$ cat src/design/tpwm_defines.svh
// What this block does
// - Mode 100 gives PWM on channel one
// - Period is ch0 plus one, width ch1
// - Channel zero toggles once per PWM period
// - Only a channel one write arms transfer
// - Armed values load into shadows at clear
// - Channel one zero gives constant inactive
// - Channel one equal period gives constant active
// - PWM channel one interrupt on match clock
// - Free-run mode interrupts one step after match
// - Mode 101 free-runs once enabled
// - Each channel compares or captures by select
// - Free-run enable inverts both output pins
// - Compare match raises interrupt, inverts pin
// - Free-run compare writes act immediately
// - Capture edge stores count, raises interrupt
// - Overflow after all ones, wrap, continue
// - Wrap sets sticky flag until cleared
// - Prescale field accepted with enable write
`ifndef TPWM_DEFINES_SVH
`define TPWM_DEFINES_SVH

// ----------------------------------------------------------------------
// Register indices
// ----------------------------------------------------------------------
`define TPWM_ADDR_CTL_A 4'h0
`define TPWM_ADDR_CTL_B 4'h1
`define TPWM_ADDR_OPTION 4'h2
`define TPWM_ADDR_OUT_CTRL 4'h3
`define TPWM_ADDR_EDGE_CTRL 4'h4
`define TPWM_ADDR_CCR0 4'h5
`define TPWM_ADDR_CCR1 4'h6
`define TPWM_ADDR_COUNT 4'h7

// ----------------------------------------------------------------------
// Field positions
// ----------------------------------------------------------------------
`define TPWM_CE_BIT 7
`define TPWM_PRESCALE_MSB 2
`define TPWM_MODE_MSB 2
`define TPWM_WRAP_BIT 0
`define TPWM_CAPSEL0_BIT 4
`define TPWM_CAPSEL1_BIT 5
`define TPWM_OUTEN0_BIT 0
`define TPWM_OUTEN1_BIT 1

// ----------------------------------------------------------------------
// Values
// ----------------------------------------------------------------------
`define TPWM_MODE_PWM 3'h4
`define TPWM_MODE_FREE 3'h5
`define TPWM_CNT_IDLE 16'hffff
`define TPWM_CNT_ZERO 16'h0000
`define TPWM_RST_WORD 16'h0000

`endif

$ cat src/design/tpwm_pkg.sv
`default_nettype none
package tpwm_pkg;
   typedef logic [15:0] tpwm_word_t;
   typedef enum logic [1:0] {
      TPWM_EDGE_NONE,
      TPWM_EDGE_RISE,
      TPWM_EDGE_FALL,
      TPWM_EDGE_BOTH
   } tpwm_edge_t;
endpackage : tpwm_pkg
`default_nettype wire

$ cat src/design/tpwm_cap_if.sv
`timescale 1ns/1ps
`default_nettype none
interface tpwm_cap_if;
   tpwm_pkg::tpwm_edge_t edge_sel;
   logic pulse;
   modport det (input edge_sel, output pulse);
   modport user (output edge_sel, input pulse);
endinterface : tpwm_cap_if
`default_nettype wire

$ cat src/design/tpwm_edge_det.sv
`timescale 1ns/1ps
`default_nettype none
module tpwm_edge_det (
   input wire logic sys_clk,
   input wire logic sys_rst,
   input wire logic pin_in,
   tpwm_cap_if.det cap
);
   logic meta_ff;
   logic sync_ff;
   logic last_ff;
   logic pulse_ff;
   logic rise;
   logic fall;

   // Only the second and third stages are looked at; the first may be metastable.
   always_ff @(posedge sys_clk) begin
      if (sys_rst) begin
         meta_ff <= 1'b0;
         sync_ff <= 1'b0;
         last_ff <= 1'b0;
      end else begin
         meta_ff <= pin_in;
         sync_ff <= meta_ff;
         last_ff <= sync_ff;
      end
   end

   assign rise = sync_ff & ~last_ff;
   assign fall = ~sync_ff & last_ff;

   always_ff @(posedge sys_clk) begin
      if (sys_rst) begin
         pulse_ff <= 1'b0;
      end else begin
         unique case (cap.edge_sel)
            tpwm_pkg::TPWM_EDGE_NONE: pulse_ff <= 1'b0;
            tpwm_pkg::TPWM_EDGE_RISE: pulse_ff <= rise;
            tpwm_pkg::TPWM_EDGE_FALL: pulse_ff <= fall;
            tpwm_pkg::TPWM_EDGE_BOTH: pulse_ff <= rise | fall;
         endcase
      end
   end

   assign cap.pulse = pulse_ff;
endmodule : tpwm_edge_det
`default_nettype wire

$ cat src/design/tpwm_timer.sv
`timescale 1ns/1ps
`default_nettype none
`include "tpwm_defines.svh"
module tpwm_timer (
   input wire logic sys_clk,
   input wire logic sys_rst,
   input wire logic [3:0] reg_addr,
   input wire logic [15:0] reg_wdata,
   input wire logic reg_wr,
   input wire logic reg_rd,
   output logic [15:0] reg_rdata,
   input wire logic count_tick,
   output logic [2:0] prescale_select,
   input wire logic capture_in_chan0,
   input wire logic capture_in_chan1,
   output logic timer_out_ch0,
   output logic timer_out_ch1,
   output logic match_irq_ch0,
   output logic match_irq_ch1,
   output logic wrap_irq
);
   // ----------------------------------------------------------------------
   // Register state
   // ----------------------------------------------------------------------
   logic count_enable_bit_ff;
   logic [2:0] prescale_ff;
   logic [2:0] op_mode_field_ff;
   logic wrap_flag_ff;
   logic cap_select_ch0_ff;
   logic cap_select_ch1_ff;
   logic [1:0] out_en_ff;
   logic [3:0] edge_ctrl_ff;
   tpwm_pkg::tpwm_word_t cmp_cap_reg_ch0_ff;
   tpwm_pkg::tpwm_word_t cmp_cap_reg_ch1_ff;
   tpwm_pkg::tpwm_word_t shadow_buf_ch0_ff;
   tpwm_pkg::tpwm_word_t shadow_buf_ch1_ff;
   tpwm_pkg::tpwm_word_t cnt_ff;
   logic started_ff;
   logic armed_ff;
   logic lvl0_ff;
   logic lvl1_ff;
   logic [15:0] rdata_ff;
   logic irq0_ff;
   logic irq1_ff;
   logic wrap_irq_ff;
   logic pin0_ff;
   logic pin1_ff;

   // ----------------------------------------------------------------------
   // Next values
   // ----------------------------------------------------------------------
   tpwm_pkg::tpwm_word_t nxt_cnt;
   tpwm_pkg::tpwm_word_t nxt_buf0;
   tpwm_pkg::tpwm_word_t nxt_buf1;
   logic nxt_started;
   logic nxt_lvl0;
   logic nxt_lvl1;
   logic nxt_irq0;
   logic nxt_irq1;
   logic xfer;
   logic pwm_clear;
   logic wrap;

   logic mode_pwm;
   logic mode_free;
   logic wr_ctl_a;
   logic wr_ctl_b;
   logic wr_option;
   logic wr_out_ctrl;
   logic wr_edge;
   logic wr_ccr0;
   logic wr_ccr1;
   logic enable_rise;
   logic step;
   logic cmp0_hit;
   logic cmp1_hit;
   logic cap0_hit;
   logic cap1_hit;

   tpwm_cap_if cap0_if ();
   tpwm_cap_if cap1_if ();

   // ----------------------------------------------------------------------
   // Capture inputs
   // ----------------------------------------------------------------------
   assign cap0_if.edge_sel = tpwm_pkg::tpwm_edge_t'(edge_ctrl_ff[1:0]);
   assign cap1_if.edge_sel = tpwm_pkg::tpwm_edge_t'(edge_ctrl_ff[3:2]);

   tpwm_edge_det u_edge0 (
      .sys_clk(sys_clk),
      .sys_rst(sys_rst),
      .pin_in(capture_in_chan0),
      .cap(cap0_if.det)
   );

   tpwm_edge_det u_edge1 (
      .sys_clk(sys_clk),
      .sys_rst(sys_rst),
      .pin_in(capture_in_chan1),
      .cap(cap1_if.det)
   );

   // ----------------------------------------------------------------------
   // Decode
   // ----------------------------------------------------------------------
   assign mode_pwm = (op_mode_field_ff == `TPWM_MODE_PWM);
   assign mode_free = (op_mode_field_ff == `TPWM_MODE_FREE);
   assign wr_ctl_a = reg_wr && (reg_addr == `TPWM_ADDR_CTL_A);
   assign wr_ctl_b = reg_wr && (reg_addr == `TPWM_ADDR_CTL_B);
   assign wr_option = reg_wr && (reg_addr == `TPWM_ADDR_OPTION);
   assign wr_out_ctrl = reg_wr && (reg_addr == `TPWM_ADDR_OUT_CTRL);
   assign wr_edge = reg_wr && (reg_addr == `TPWM_ADDR_EDGE_CTRL);
   assign wr_ccr0 = reg_wr && (reg_addr == `TPWM_ADDR_CCR0);
   assign wr_ccr1 = reg_wr && (reg_addr == `TPWM_ADDR_CCR1);
   assign enable_rise = wr_ctl_a && reg_wdata[`TPWM_CE_BIT]
                        && !count_enable_bit_ff;
   assign step = count_enable_bit_ff && count_tick && started_ff;

   // Compare looks at the live register, so a write counts at once.
   assign cmp0_hit = step && mode_free && !cap_select_ch0_ff
                     && (cnt_ff == cmp_cap_reg_ch0_ff);
   assign cmp1_hit = step && mode_free && !cap_select_ch1_ff
                     && (cnt_ff == cmp_cap_reg_ch1_ff);
   assign cap0_hit = count_enable_bit_ff && mode_free && cap_select_ch0_ff
                     && cap0_if.pulse;
   assign cap1_hit = count_enable_bit_ff && mode_free && cap_select_ch1_ff
                     && cap1_if.pulse;

   // ----------------------------------------------------------------------
   // Counter and shadow transfer
   // ----------------------------------------------------------------------
   always_comb begin
      nxt_cnt = cnt_ff;
      nxt_started = started_ff;
      xfer = 1'b0;
      pwm_clear = 1'b0;
      wrap = 1'b0;
      if (!count_enable_bit_ff) begin
         nxt_cnt = `TPWM_CNT_IDLE;
         nxt_started = 1'b0;
      end else if (count_tick) begin
         if (!started_ff) begin
            nxt_cnt = `TPWM_CNT_ZERO;
            nxt_started = 1'b1;
            xfer = mode_pwm;
         end else if (mode_pwm && (cnt_ff == shadow_buf_ch0_ff)) begin
            nxt_cnt = `TPWM_CNT_ZERO;
            pwm_clear = 1'b1;
            xfer = armed_ff;
         end else begin
            nxt_cnt = cnt_ff + 16'h0001;
            wrap = mode_free && (cnt_ff == `TPWM_CNT_IDLE);
         end
      end
   end

   always_comb begin
      nxt_buf0 = shadow_buf_ch0_ff;
      nxt_buf1 = shadow_buf_ch1_ff;
      if (xfer) begin
         nxt_buf0 = cmp_cap_reg_ch0_ff;
         nxt_buf1 = cmp_cap_reg_ch1_ff;
      end
   end

   always_ff @(posedge sys_clk) begin
      if (sys_rst) begin
         cnt_ff <= `TPWM_CNT_IDLE;
         started_ff <= 1'b0;
         shadow_buf_ch0_ff <= `TPWM_RST_WORD;
         shadow_buf_ch1_ff <= `TPWM_RST_WORD;
      end else begin
         cnt_ff <= nxt_cnt;
         started_ff <= nxt_started;
         shadow_buf_ch0_ff <= nxt_buf0;
         shadow_buf_ch1_ff <= nxt_buf1;
      end
   end

   // A rewrite before the transfer lands is the caller's hazard; the
   // arming write during a transfer cycle keeps the request for next time.
   always_ff @(posedge sys_clk) begin
      if (sys_rst) begin
         armed_ff <= 1'b0;
      end else if (wr_ccr1 && mode_pwm) begin
         armed_ff <= 1'b1;
      end else if (xfer || !count_enable_bit_ff) begin
         armed_ff <= 1'b0;
      end
   end

   // ----------------------------------------------------------------------
   // Output levels and interrupts
   // ----------------------------------------------------------------------
   always_comb begin
      nxt_lvl0 = lvl0_ff;
      nxt_lvl1 = lvl1_ff;
      nxt_irq0 = 1'b0;
      nxt_irq1 = 1'b0;
      if (mode_pwm && count_enable_bit_ff && count_tick) begin
         // Channel one compares strictly below the width, so zero never
         // goes active and period plus one never goes inactive.
         nxt_lvl1 = (nxt_cnt < nxt_buf1);
         nxt_irq1 = (nxt_cnt == nxt_buf1);
         if (pwm_clear) begin
            nxt_lvl0 = ~lvl0_ff;
            nxt_irq0 = 1'b1;
         end
      end else if (mode_free) begin
         if (enable_rise) begin
            nxt_lvl0 = ~lvl0_ff;
            nxt_lvl1 = ~lvl1_ff;
         end
         if (cmp0_hit) begin
            nxt_lvl0 = ~lvl0_ff;
         end
         if (cmp1_hit) begin
            nxt_lvl1 = ~lvl1_ff;
         end
         nxt_irq0 = cmp0_hit || cap0_hit;
         nxt_irq1 = cmp1_hit || cap1_hit;
      end
   end

   always_ff @(posedge sys_clk) begin
      if (sys_rst) begin
         lvl0_ff <= 1'b0;
         lvl1_ff <= 1'b0;
         pin0_ff <= 1'b0;
         pin1_ff <= 1'b0;
         irq0_ff <= 1'b0;
         irq1_ff <= 1'b0;
         wrap_irq_ff <= 1'b0;
      end else begin
         lvl0_ff <= nxt_lvl0;
         lvl1_ff <= nxt_lvl1;
         pin0_ff <= nxt_lvl0 & out_en_ff[`TPWM_OUTEN0_BIT];
         pin1_ff <= nxt_lvl1 & out_en_ff[`TPWM_OUTEN1_BIT];
         irq0_ff <= nxt_irq0;
         irq1_ff <= nxt_irq1;
         wrap_irq_ff <= wrap;
      end
   end

   // ----------------------------------------------------------------------
   // Software registers
   // ----------------------------------------------------------------------
   always_ff @(posedge sys_clk) begin
      if (sys_rst) begin
         count_enable_bit_ff <= 1'b0;
         prescale_ff <= 3'h0;
      end else if (wr_ctl_a) begin
         count_enable_bit_ff <= reg_wdata[`TPWM_CE_BIT];
         prescale_ff <= reg_wdata[`TPWM_PRESCALE_MSB:0];
      end
   end

   // Mode changes are only meant while stopped; nothing blocks them.
   always_ff @(posedge sys_clk) begin
      if (sys_rst) begin
         op_mode_field_ff <= 3'h0;
      end else if (wr_ctl_b) begin
         op_mode_field_ff <= reg_wdata[`TPWM_MODE_MSB:0];
      end
   end

   always_ff @(posedge sys_clk) begin
      if (sys_rst) begin
         cap_select_ch0_ff <= 1'b0;
         cap_select_ch1_ff <= 1'b0;
      end else if (wr_option) begin
         cap_select_ch0_ff <= reg_wdata[`TPWM_CAPSEL0_BIT];
         cap_select_ch1_ff <= reg_wdata[`TPWM_CAPSEL1_BIT];
      end
   end

   // A wrap in the clearing cycle wins, so no overflow is ever lost.
   always_ff @(posedge sys_clk) begin
      if (sys_rst) begin
         wrap_flag_ff <= 1'b0;
      end else if (wrap) begin
         wrap_flag_ff <= 1'b1;
      end else if (wr_option && !reg_wdata[`TPWM_WRAP_BIT]) begin
         wrap_flag_ff <= 1'b0;
      end
   end

   always_ff @(posedge sys_clk) begin
      if (sys_rst) begin
         out_en_ff <= 2'h0;
      end else if (wr_out_ctrl) begin
         out_en_ff <= reg_wdata[1:0];
      end
   end

   always_ff @(posedge sys_clk) begin
      if (sys_rst) begin
         edge_ctrl_ff <= 4'h0;
      end else if (wr_edge) begin
         edge_ctrl_ff <= reg_wdata[3:0];
      end
   end

   // Capture beats a software write in the same cycle.
   always_ff @(posedge sys_clk) begin
      if (sys_rst) begin
         cmp_cap_reg_ch0_ff <= `TPWM_RST_WORD;
      end else if (cap0_hit) begin
         cmp_cap_reg_ch0_ff <= cnt_ff;
      end else if (wr_ccr0) begin
         cmp_cap_reg_ch0_ff <= reg_wdata;
      end
   end

   always_ff @(posedge sys_clk) begin
      if (sys_rst) begin
         cmp_cap_reg_ch1_ff <= `TPWM_RST_WORD;
      end else if (cap1_hit) begin
         cmp_cap_reg_ch1_ff <= cnt_ff;
      end else if (wr_ccr1) begin
         cmp_cap_reg_ch1_ff <= reg_wdata;
      end
   end

   // ----------------------------------------------------------------------
   // Read port
   // ----------------------------------------------------------------------
   always_ff @(posedge sys_clk) begin
      if (sys_rst) begin
         rdata_ff <= 16'h0000;
      end else if (reg_rd) begin
         unique case (reg_addr)
            `TPWM_ADDR_CTL_A: rdata_ff <= {8'h00, count_enable_bit_ff,
                                           4'h0, prescale_ff};
            `TPWM_ADDR_CTL_B: rdata_ff <= {13'h0000, op_mode_field_ff};
            `TPWM_ADDR_OPTION: rdata_ff <= {10'h000, cap_select_ch1_ff,
                                            cap_select_ch0_ff, 3'h0,
                                            wrap_flag_ff};
            `TPWM_ADDR_OUT_CTRL: rdata_ff <= {14'h0000, out_en_ff};
            `TPWM_ADDR_EDGE_CTRL: rdata_ff <= {12'h000, edge_ctrl_ff};
            `TPWM_ADDR_CCR0: rdata_ff <= cmp_cap_reg_ch0_ff;
            `TPWM_ADDR_CCR1: rdata_ff <= cmp_cap_reg_ch1_ff;
            `TPWM_ADDR_COUNT: rdata_ff <= cnt_ff;
            default: rdata_ff <= 16'h0000;
         endcase
      end else begin
         rdata_ff <= 16'h0000;
      end
   end

   assign reg_rdata = rdata_ff;
   assign prescale_select = prescale_ff;
   assign timer_out_ch0 = pin0_ff;
   assign timer_out_ch1 = pin1_ff;
   assign match_irq_ch0 = irq0_ff;
   assign match_irq_ch1 = irq1_ff;
   assign wrap_irq = wrap_irq_ff;
endmodule : tpwm_timer
`default_nettype wire

$ cat config.mk
export PLATFORM = sky130hd
export DESIGN_NAME = tpwm_timer
export DESIGN_NICKNAME = d
export VERILOG_FILES = /design/src/design/tpwm_pkg.sv /design/src/design/tpwm_cap_if.sv /design/src/design/tpwm_edge_det.sv /design/src/design/tpwm_timer.sv
export VERILOG_INCLUDE_DIRS = /design/src /design/src/design
export SDC_FILE = /design/constraint.sdc
export NUM_CORES = 1
export LEC_CHECK = 0
export BUFFER_PORTS_ARGS = -buffer_cell sky130_fd_sc_hd__buf_2
export CAP_MARGIN = 20
export CORE_MARGIN = 10
export CORE_UTILIZATION = 30
export DETAILED_ROUTE_END_ITERATION = 10
export GPL_ROUTABILITY_DRIVEN = 1
export GPL_TIMING_DRIVEN = 0
export MAX_ROUTING_LAYER = met4
export PLACE_DENSITY = 0.55
export SETUP_SLACK_MARGIN = 0.15
export SKIP_LAST_GASP = 1
export SLEW_MARGIN = 40
export SYNTH_ARGS = -nofsm -noshare
export SYNTH_HDL_FRONTEND = slang
export SYNTH_HIERARCHICAL = 1
export SYNTH_SLANG_ARGS = --single-unit
$ cat constraint.sdc
create_clock -name sys_clk -period 3.03 [get_ports sys_clk]
set_input_delay 0.4545 -clock sys_clk [delete_from_list [all_inputs] [get_ports sys_clk]]
set_output_delay 0.4545 -clock sys_clk [all_outputs]
set_load 0.005 [all_outputs]
# Word level (Yosys, flattened, before mapping)
# Index checks and enable logic that the tools add are counted.
# word_totals
out_inout_bits	24
input_bits	27
elab_cells	154
regBits	129
# classes
n_addsub	1
bitwise	16
n_lt_le_gt_ge	1
eq_ne	20
n_mux	42
n_reduce_logical	43
# ops
op	n
2-to-1 mux 16 bit	9
case mux 16 bit (8 select lines)	1
equality test 16 bit	4
2-to-1 mux 1 bit	30
logical AND 1 bit	27
adder 16 x 1 -> 16 bit, second input constant	1
equality test 16 bit, second input constant	1
equality test 4 x 3 -> 1 bit, second input constant	4
less-than comparator 16 bit	1
equality test 2 bit, second input constant	4
equality test 4 x 2 -> 1 bit, second input constant	2
NOT 1 bit	8
case mux 1 bit (4 select lines)	2
nonzero test 2 bit	4
bitwise AND 1 bit	6
equality test 3 bit, second input constant	2
equality test 2 x 1 -> 1 bit, second input constant	2
equality test 4 x 1 -> 1 bit, second input constant	1
logical NOT 1 bit	4
logical NOT 2 bit	2
logical NOT 4 bit	1
OR reduction 2 bit	2
logical OR 1 bit	3
OR 1 bit	2

# Depth between registers and ports, before layout
# depth
ltp_word	10
mapped_depth	16
ltp_nobuf	14

# Hierarchy
# Netlist, hierarchy kept.
# by_module_without_submodules
module	area_per_inst_um2	seq_area_each_um2	cells_each	instances
tpwm_timer	6954.2	2422.3	775	1
tpwm_edge_det	155.1	80.1	15	2

# Least setup slack after synthesis
# No wires, ideal clock.
# synth_path
path_kind	register to register
startpoint	register cnt_ff[1]
endpoint	register lvl1_ff
slack_ps	-132
setup_time_ps	70
path_stages_with_launch	17
required_time_ps	2960
path_buffers	3
period_less_slack_ps	3162
arrival_time_ps	3092
path_cell_list	dfxtp_1 buf_4 xnor2_2 nand4_1 nor4_4 nand2_1 a21oi_2 buf_6 buf_12 mux2i_1 ha_1 a211oi_1 nand2_1 o311ai_0 o2111ai_1 o211a_1 a21oi_1
# synth_via
elab_chain_len	9
word_cells_on_any_way	18
cone_classes	add/sub (1); order compare (1); eq/ne (2); mux (12); reduce/logical (2)
# synth_lines
element	line_no	rtl
start: declaration	tpwm_timer.sv:37	tpwm_pkg::tpwm_word_t cnt_ff;
start signal: assignment	tpwm_timer.sv:168	cnt_ff <= `TPWM_CNT_IDLE;
start signal: assignment	tpwm_timer.sv:173	cnt_ff <= nxt_cnt;
branches (longest 8 deep; another with adder 16 x 1 -> 16 bit)	-	
2-to-1 mux 1 bit (*)	tpwm_timer.sv:200	if (mode_pwm && count_enable_bit_ff && count_tick) begin
end signal: assignment	tpwm_timer.sv:236	lvl1_ff <= nxt_lvl1;
end: declaration	tpwm_timer.sv:41	logic lvl1_ff;
# Every way passes the cells marked *.
# A chain may end at the register's enable or synchronous reset.

# Worst setup path after layout
# layout_path
startpoint	register shadow_buf_ch0_ff[13]
endpoint	register irq1_ff, in the netlist match_irq_ch1
# layout_via
word_cells_on_any_way	13
cone_classes	eq/ne (2); mux (10); reduce/logical (1)
# layout_lines
element	line_no	rtl
start: declaration	tpwm_timer.sv:35	tpwm_pkg::tpwm_word_t shadow_buf_ch0_ff;
start signal: assignment	tpwm_timer.sv:170	shadow_buf_ch0_ff <= `TPWM_RST_WORD;
start signal: assignment	tpwm_timer.sv:175	shadow_buf_ch0_ff <= nxt_buf0;
equality test 16 bit	tpwm_timer.sv:146	end else if (mode_pwm && (cnt_ff == shadow_buf_ch0_ff)) begin
logical AND 1 bit	tpwm_timer.sv:146	
2-to-1 mux 16 bit	tpwm_timer.sv:146	
2-to-1 mux 16 bit	tpwm_timer.sv:142	if (!started_ff) begin
2-to-1 mux 16 bit	tpwm_timer.sv:141	end else if (count_tick) begin
2-to-1 mux 16 bit	tpwm_timer.sv:138	if (!count_enable_bit_ff) begin
net nxt_cnt[13]	tpwm_timer.sv:52	tpwm_pkg::tpwm_word_t nxt_cnt;
equality test 16 bit	tpwm_timer.sv:204	nxt_irq1 = (nxt_cnt == nxt_buf1);
2-to-1 mux 1 bit	tpwm_timer.sv:200	
end signal: assignment	tpwm_timer.sv:240	irq1_ff <= nxt_irq1;
end: declaration	tpwm_timer.sv:44	logic irq1_ff;
# The timed path passes the listed nets, and every way through them passes these cells.

==> results.py <==
metrics = {
    "synth": {
        "yosys.cell_types.count": 53,
        "netlist_area_um2": 7260,
        "avgSynthCellArea_um2": 9.02,
        "synth_top_flop_cell": "dfxtp_1",
        "yosysWarningCount": 6,
        "synth_nets": 853,
        "synth_edf_count": 0,
        "synth_top_area_share_pct": 35.5,
        "synth-seq-cells": 129,
        "yosys.area.top_type": "dfxtp_1",
        "ys_seq_area_share_pct": 35.5,
        "synth_area_leaders": "dfxtp_1 36%, mux2i_1 12%, nand2b_1 6.1%, xnor2_1 4.6%, nor2_1 3.9%",
        "async_flop_share_pct": 0,
        "syn_inst": 805,
    },
    "timing": {
        "fin_ws_ns": -0.430,
        "period_share_pct": 114,
        "fin_crit_ns": 3.46,
        "max-slew-margin-rel_pct": 46.5,
        "setup_viol": 3,
        "clock.fmax_mhz": 289,
        "rsz0062_at_grt": "yes",
        "slew_viol_final": 0,
        "worst_slew_pin_slew_ns": 0.794,
        "final_hold_viol_count": 0,
        "fin_skew_ns": 0.00728,
    },
    "placement": {
        "placed_area_um2": 7940,
        "dp_hpwl_um": 18100,
        "dp_worst_setup_slack_ns": -1.05,
        "io_buffer_count": 49,
        "dp_cells": 1173,
        "gp_congestion": 0.908,
    },
    "final_layout": {
        "design_area_um2": 9030,
        "finalNonFillerCells": 1230,
        "drive_gt1_share_pct": 20.7,
        "syn_to_final_growth_pct": 24.3,
        "num-fill-cells": 2470,
        "layout.nets": 947,
        "antenna_cells": 0,
    },
    "clock_tree": {
        "cts.sinks": 129,
        "clockBufferDepth": 2,
        "cts-root-buf": "clkbuf_16",
        "htreeDepth": 4,
        "clk_latency_ns": 0.42,
        "cts_tree": "done",
        "cts_inserted_buffers": 17,
        "path_clk_slew_ns": 0.06,
    },
    "grt": {
        "grt_pass1_wl_um": 38100,
        "grt_max_degree": 17,
        "antenna_found_initial": 0,
        "grt_pass1_vias": 6405,
        "grt_util_all_layers_pct": 16.2,
        "grt.overflow.total": 0,
    },
    "min_path": {
        "min_path_type": "input pin to register",
    },
    "routing": {
        "vias_per_cell": 5.28,
        "drtPass1Iterations": 5,
        "ant_nets": 0,
        "routedWlPerCell_um": 20.0,
        "drcViolationCount": 0,
        "drt_iter0_markers": 577,
        "drt-total-wl_um": 24600,
        "via_count": 6499,
    },
    "critical_path": {
        "crit_type": "register to register",
        "reg2regPathDepth": 18,
        "cp-start-kind": "register",
        "ff2ff_setup_slack_ns": -0.43,
        "rr_endpoint": "match_irq_ch1$_SDFF_PP0_",
        "worstPathMaxFanout": 8,
        "arrival_ns": 3.78,
        "worst_setup_path_end_kind": "register",
        "crit_path_end": "match_irq_ch1$_SDFF_PP0_",
        "critPathRequiredTime_ns": 3.35,
        "reg2reg_from": "shadow_buf_ch0_ff[13]$_SDFFE_PP0P_",
        "startpoint": "shadow_buf_ch0_ff[13]$_SDFFE_PP0P_",
    },
    "floorplan": {
        "coreArea_um2": 23700,
        "die_height_um": 176,
        "std_cell_rows": 56,
        "die-area_um2": 30800,
        "die_w_um": 176,
        "io-pin-count": 51,
        "start_util_pct": 30.7,
    },
    "power_and_ir_drop": {
        "leakagePower_uw": 0.00316,
        "powerDensity_nw_per_um2": 442,
        "ir_drop_mv": 0.331,
        "power_uw": 3990,
    },
    "job": {
        "maxCapViolations": 0,
    },
    "outcome": {
        "failed_checks": "setup timing",
        "status": "finished, violations left",
    },
}
worst max-delay path, cell delays in order (launching register included):
cell and delay, ns:
dfxtp_1 0.38, xnor2_2 0.13, nand4_1 0.19, nor4_4 0.34
buf_6 0.17, a21boi_4 0.07, buf_6 0.17, buf_8 0.15
a31oi_4 0.21, o311ai_4 0.13, ha_1 0.33, nand4_1 0.21
nor2_4 0.20, buf_6 0.12, buf_6 0.08, buf_6 0.08
buf_6 0.08, nand3_4 0.08, a31oi_4 0.24
worst min path at each step:
stage	cells past startpoint	start	end
2_1_floorplan	1	u_edge0/meta_ff$_SDFF_PP0_	u_edge0/sync_ff$_SDFF_PP0_
3_3_place_gp	1	u_edge0/meta_ff$_SDFF_PP0_	u_edge0/sync_ff$_SDFF_PP0_
3_5_place_dp	1	u_edge1/meta_ff$_SDFF_PP0_	u_edge1/sync_ff$_SDFF_PP0_
4_1_cts	2	capture_in_chan0	u_edge0/meta_ff$_SDFF_PP0_
5_1_grt	2	capture_in_chan0	u_edge0/meta_ff$_SDFF_PP0_
6_report	2	capture_in_chan0	u_edge0/meta_ff$_SDFF_PP0_
power by group:
group          internal [uW]  switching [uW]  leakage [uW]
registers               1710            18.0       0.00104
logic                   99.6             156       0.00186
clock network           1220             791      0.000267
routing by layer:
metal / wire length [um] / vias up / track usage (%) / part of all wire (%)
met5: 0 / - / - / 0
met1: 11600 / 3194 / 21.8 / 47
met4: 452 / 0 / 4.06 / 1.8
li1: - / 3074 / - / -
met2: 11300 / 197 / 24.8 / 46
met3: 1260 / 34 / 2.75 / 5.1
cells in the mapped netlist, types with 3 or more instances:
master    number
a22oi_1        9
a22o_1         3
nand4_1       18
a31oi_1       15
xnor2_1       38
inv_1          9
xor2_1         8
o211ai_1       4
mux2_2        12
buf_6          3
o211a_1        3
a21oi_1       25
nor2_1        75
clkbuf_1      42
o311ai_0      23
dfxtp_1      129
mux2i_1       90
nand3b_1       3
buf_4          8
buf_2          9
nand2_1       39
nor2b_1       26
o21ai_0        8
nand3_1       31
nor3_1         6
nor3b_1        3
ha_1          21
nand2b_1      71
a211oi_1      33
and3_1         9
state kept, by name, indices dropped and copies added (netlist names), 3 cells and up:
| name | flops |
|---|---|
| cmp_cap_reg_ch0_ff | 16 |
| cmp_cap_reg_ch1_ff | 16 |
| cnt_ff | 16 |
| edge_ctrl_ff | 4 |
| op_mode_field_ff | 3 |
| prescale_select | 3 |
| reg_rdata | 16 |
| shadow_buf_ch0_ff | 16 |
| shadow_buf_ch1_ff | 16 |
layout by cell type, fill, tap and decap left out, drive strengths merged, types with 2 or more instances in the layout:
| cell type | n |
|---|---|
| a22oi | 9 |
| bufinv | 2 |
| o311ai | 23 |
| clkinvlp | 4 |
| mux4 | 2 |
| nor2b | 26 |
| a311o | 2 |
| buf | 98 |
| nor4 | 3 |
| clkbuf | 62 |
| clkinv | 5 |
| nor3 | 6 |
| inv | 9 |
| o211a | 3 |
| o22a | 2 |
| mux2i | 90 |
| a21boi | 2 |
| nand2b | 71 |
| nand3 | 31 |
| xnor2 | 40 |
| nor2 | 75 |
| nor3b | 3 |
| xor2 | 8 |
| nand4 | 18 |
| nand3b | 3 |
| a21o | 2 |
| a211oi | 33 |
| nand2 | 39 |
| a31oi | 15 |
| o211ai | 4 |
| mux2 | 13 |
| a32oi | 2 |
| o21ai | 8 |
| a21oi | 26 |
| a22o | 3 |
| a311oi | 2 |
| and3 | 9 |
| dfxtp | 129 |
| ha | 21 |
repair_timing:
action | CTS | global route
gates resized for setup | 63 | 17
endpoints found under the setup margin | 3 | 3
endpoints found under the hold margin | 0 | 0
buffers inserted | 20 | 6
pin swaps | 20 | 8
hold buffers | 0 | 0
area by class of cell:
cell class,count,area (um^2),area share (%)
buffer,65,392,4.34
clock buffer,20,447,4.95
clock inverter,11,115,1.27
inverter,9,33.8,0.374
multi-input combinational,602,4570,50.6
sequential,129,2610,28.9
tap,319,399,4.42
timing repair buffer,75,472,5.22
stage by stage:
stage / setup TNS (ns) / hold slack (ns) / utilization, %
final: -1.20 / 0.252 / 38.1
after global routing: -1.63 / 0.257 / 38.1
after CTS: -0.961 / 0.249 / 37.7
after detailed placement: -2.59 / 0.427 / 33.5
after global placement: -2.55 / 0.422 / 33.5
after floorplan: 0 / 0.414 / -
kinds of logic (layout without fill, tap and decap cells):
group | after synthesis | count (layout) | share of synthesized area (%)
buffers and inverters | 74 | 180 | 5.15
and+or+nand+nor | 289 | 289 | 20.8
xor gates and xnor gates | 48 | 48 | 5.99
AOI/OAI and AO/OA | 139 | 139 | 13.9
adders and majority gates | 21 | 21 | 3.62
muxes | 105 | 105 | 15.0
DFF | 129 | 129 | 35.5
No activity file was read; power rests on OpenSTA's default activity.
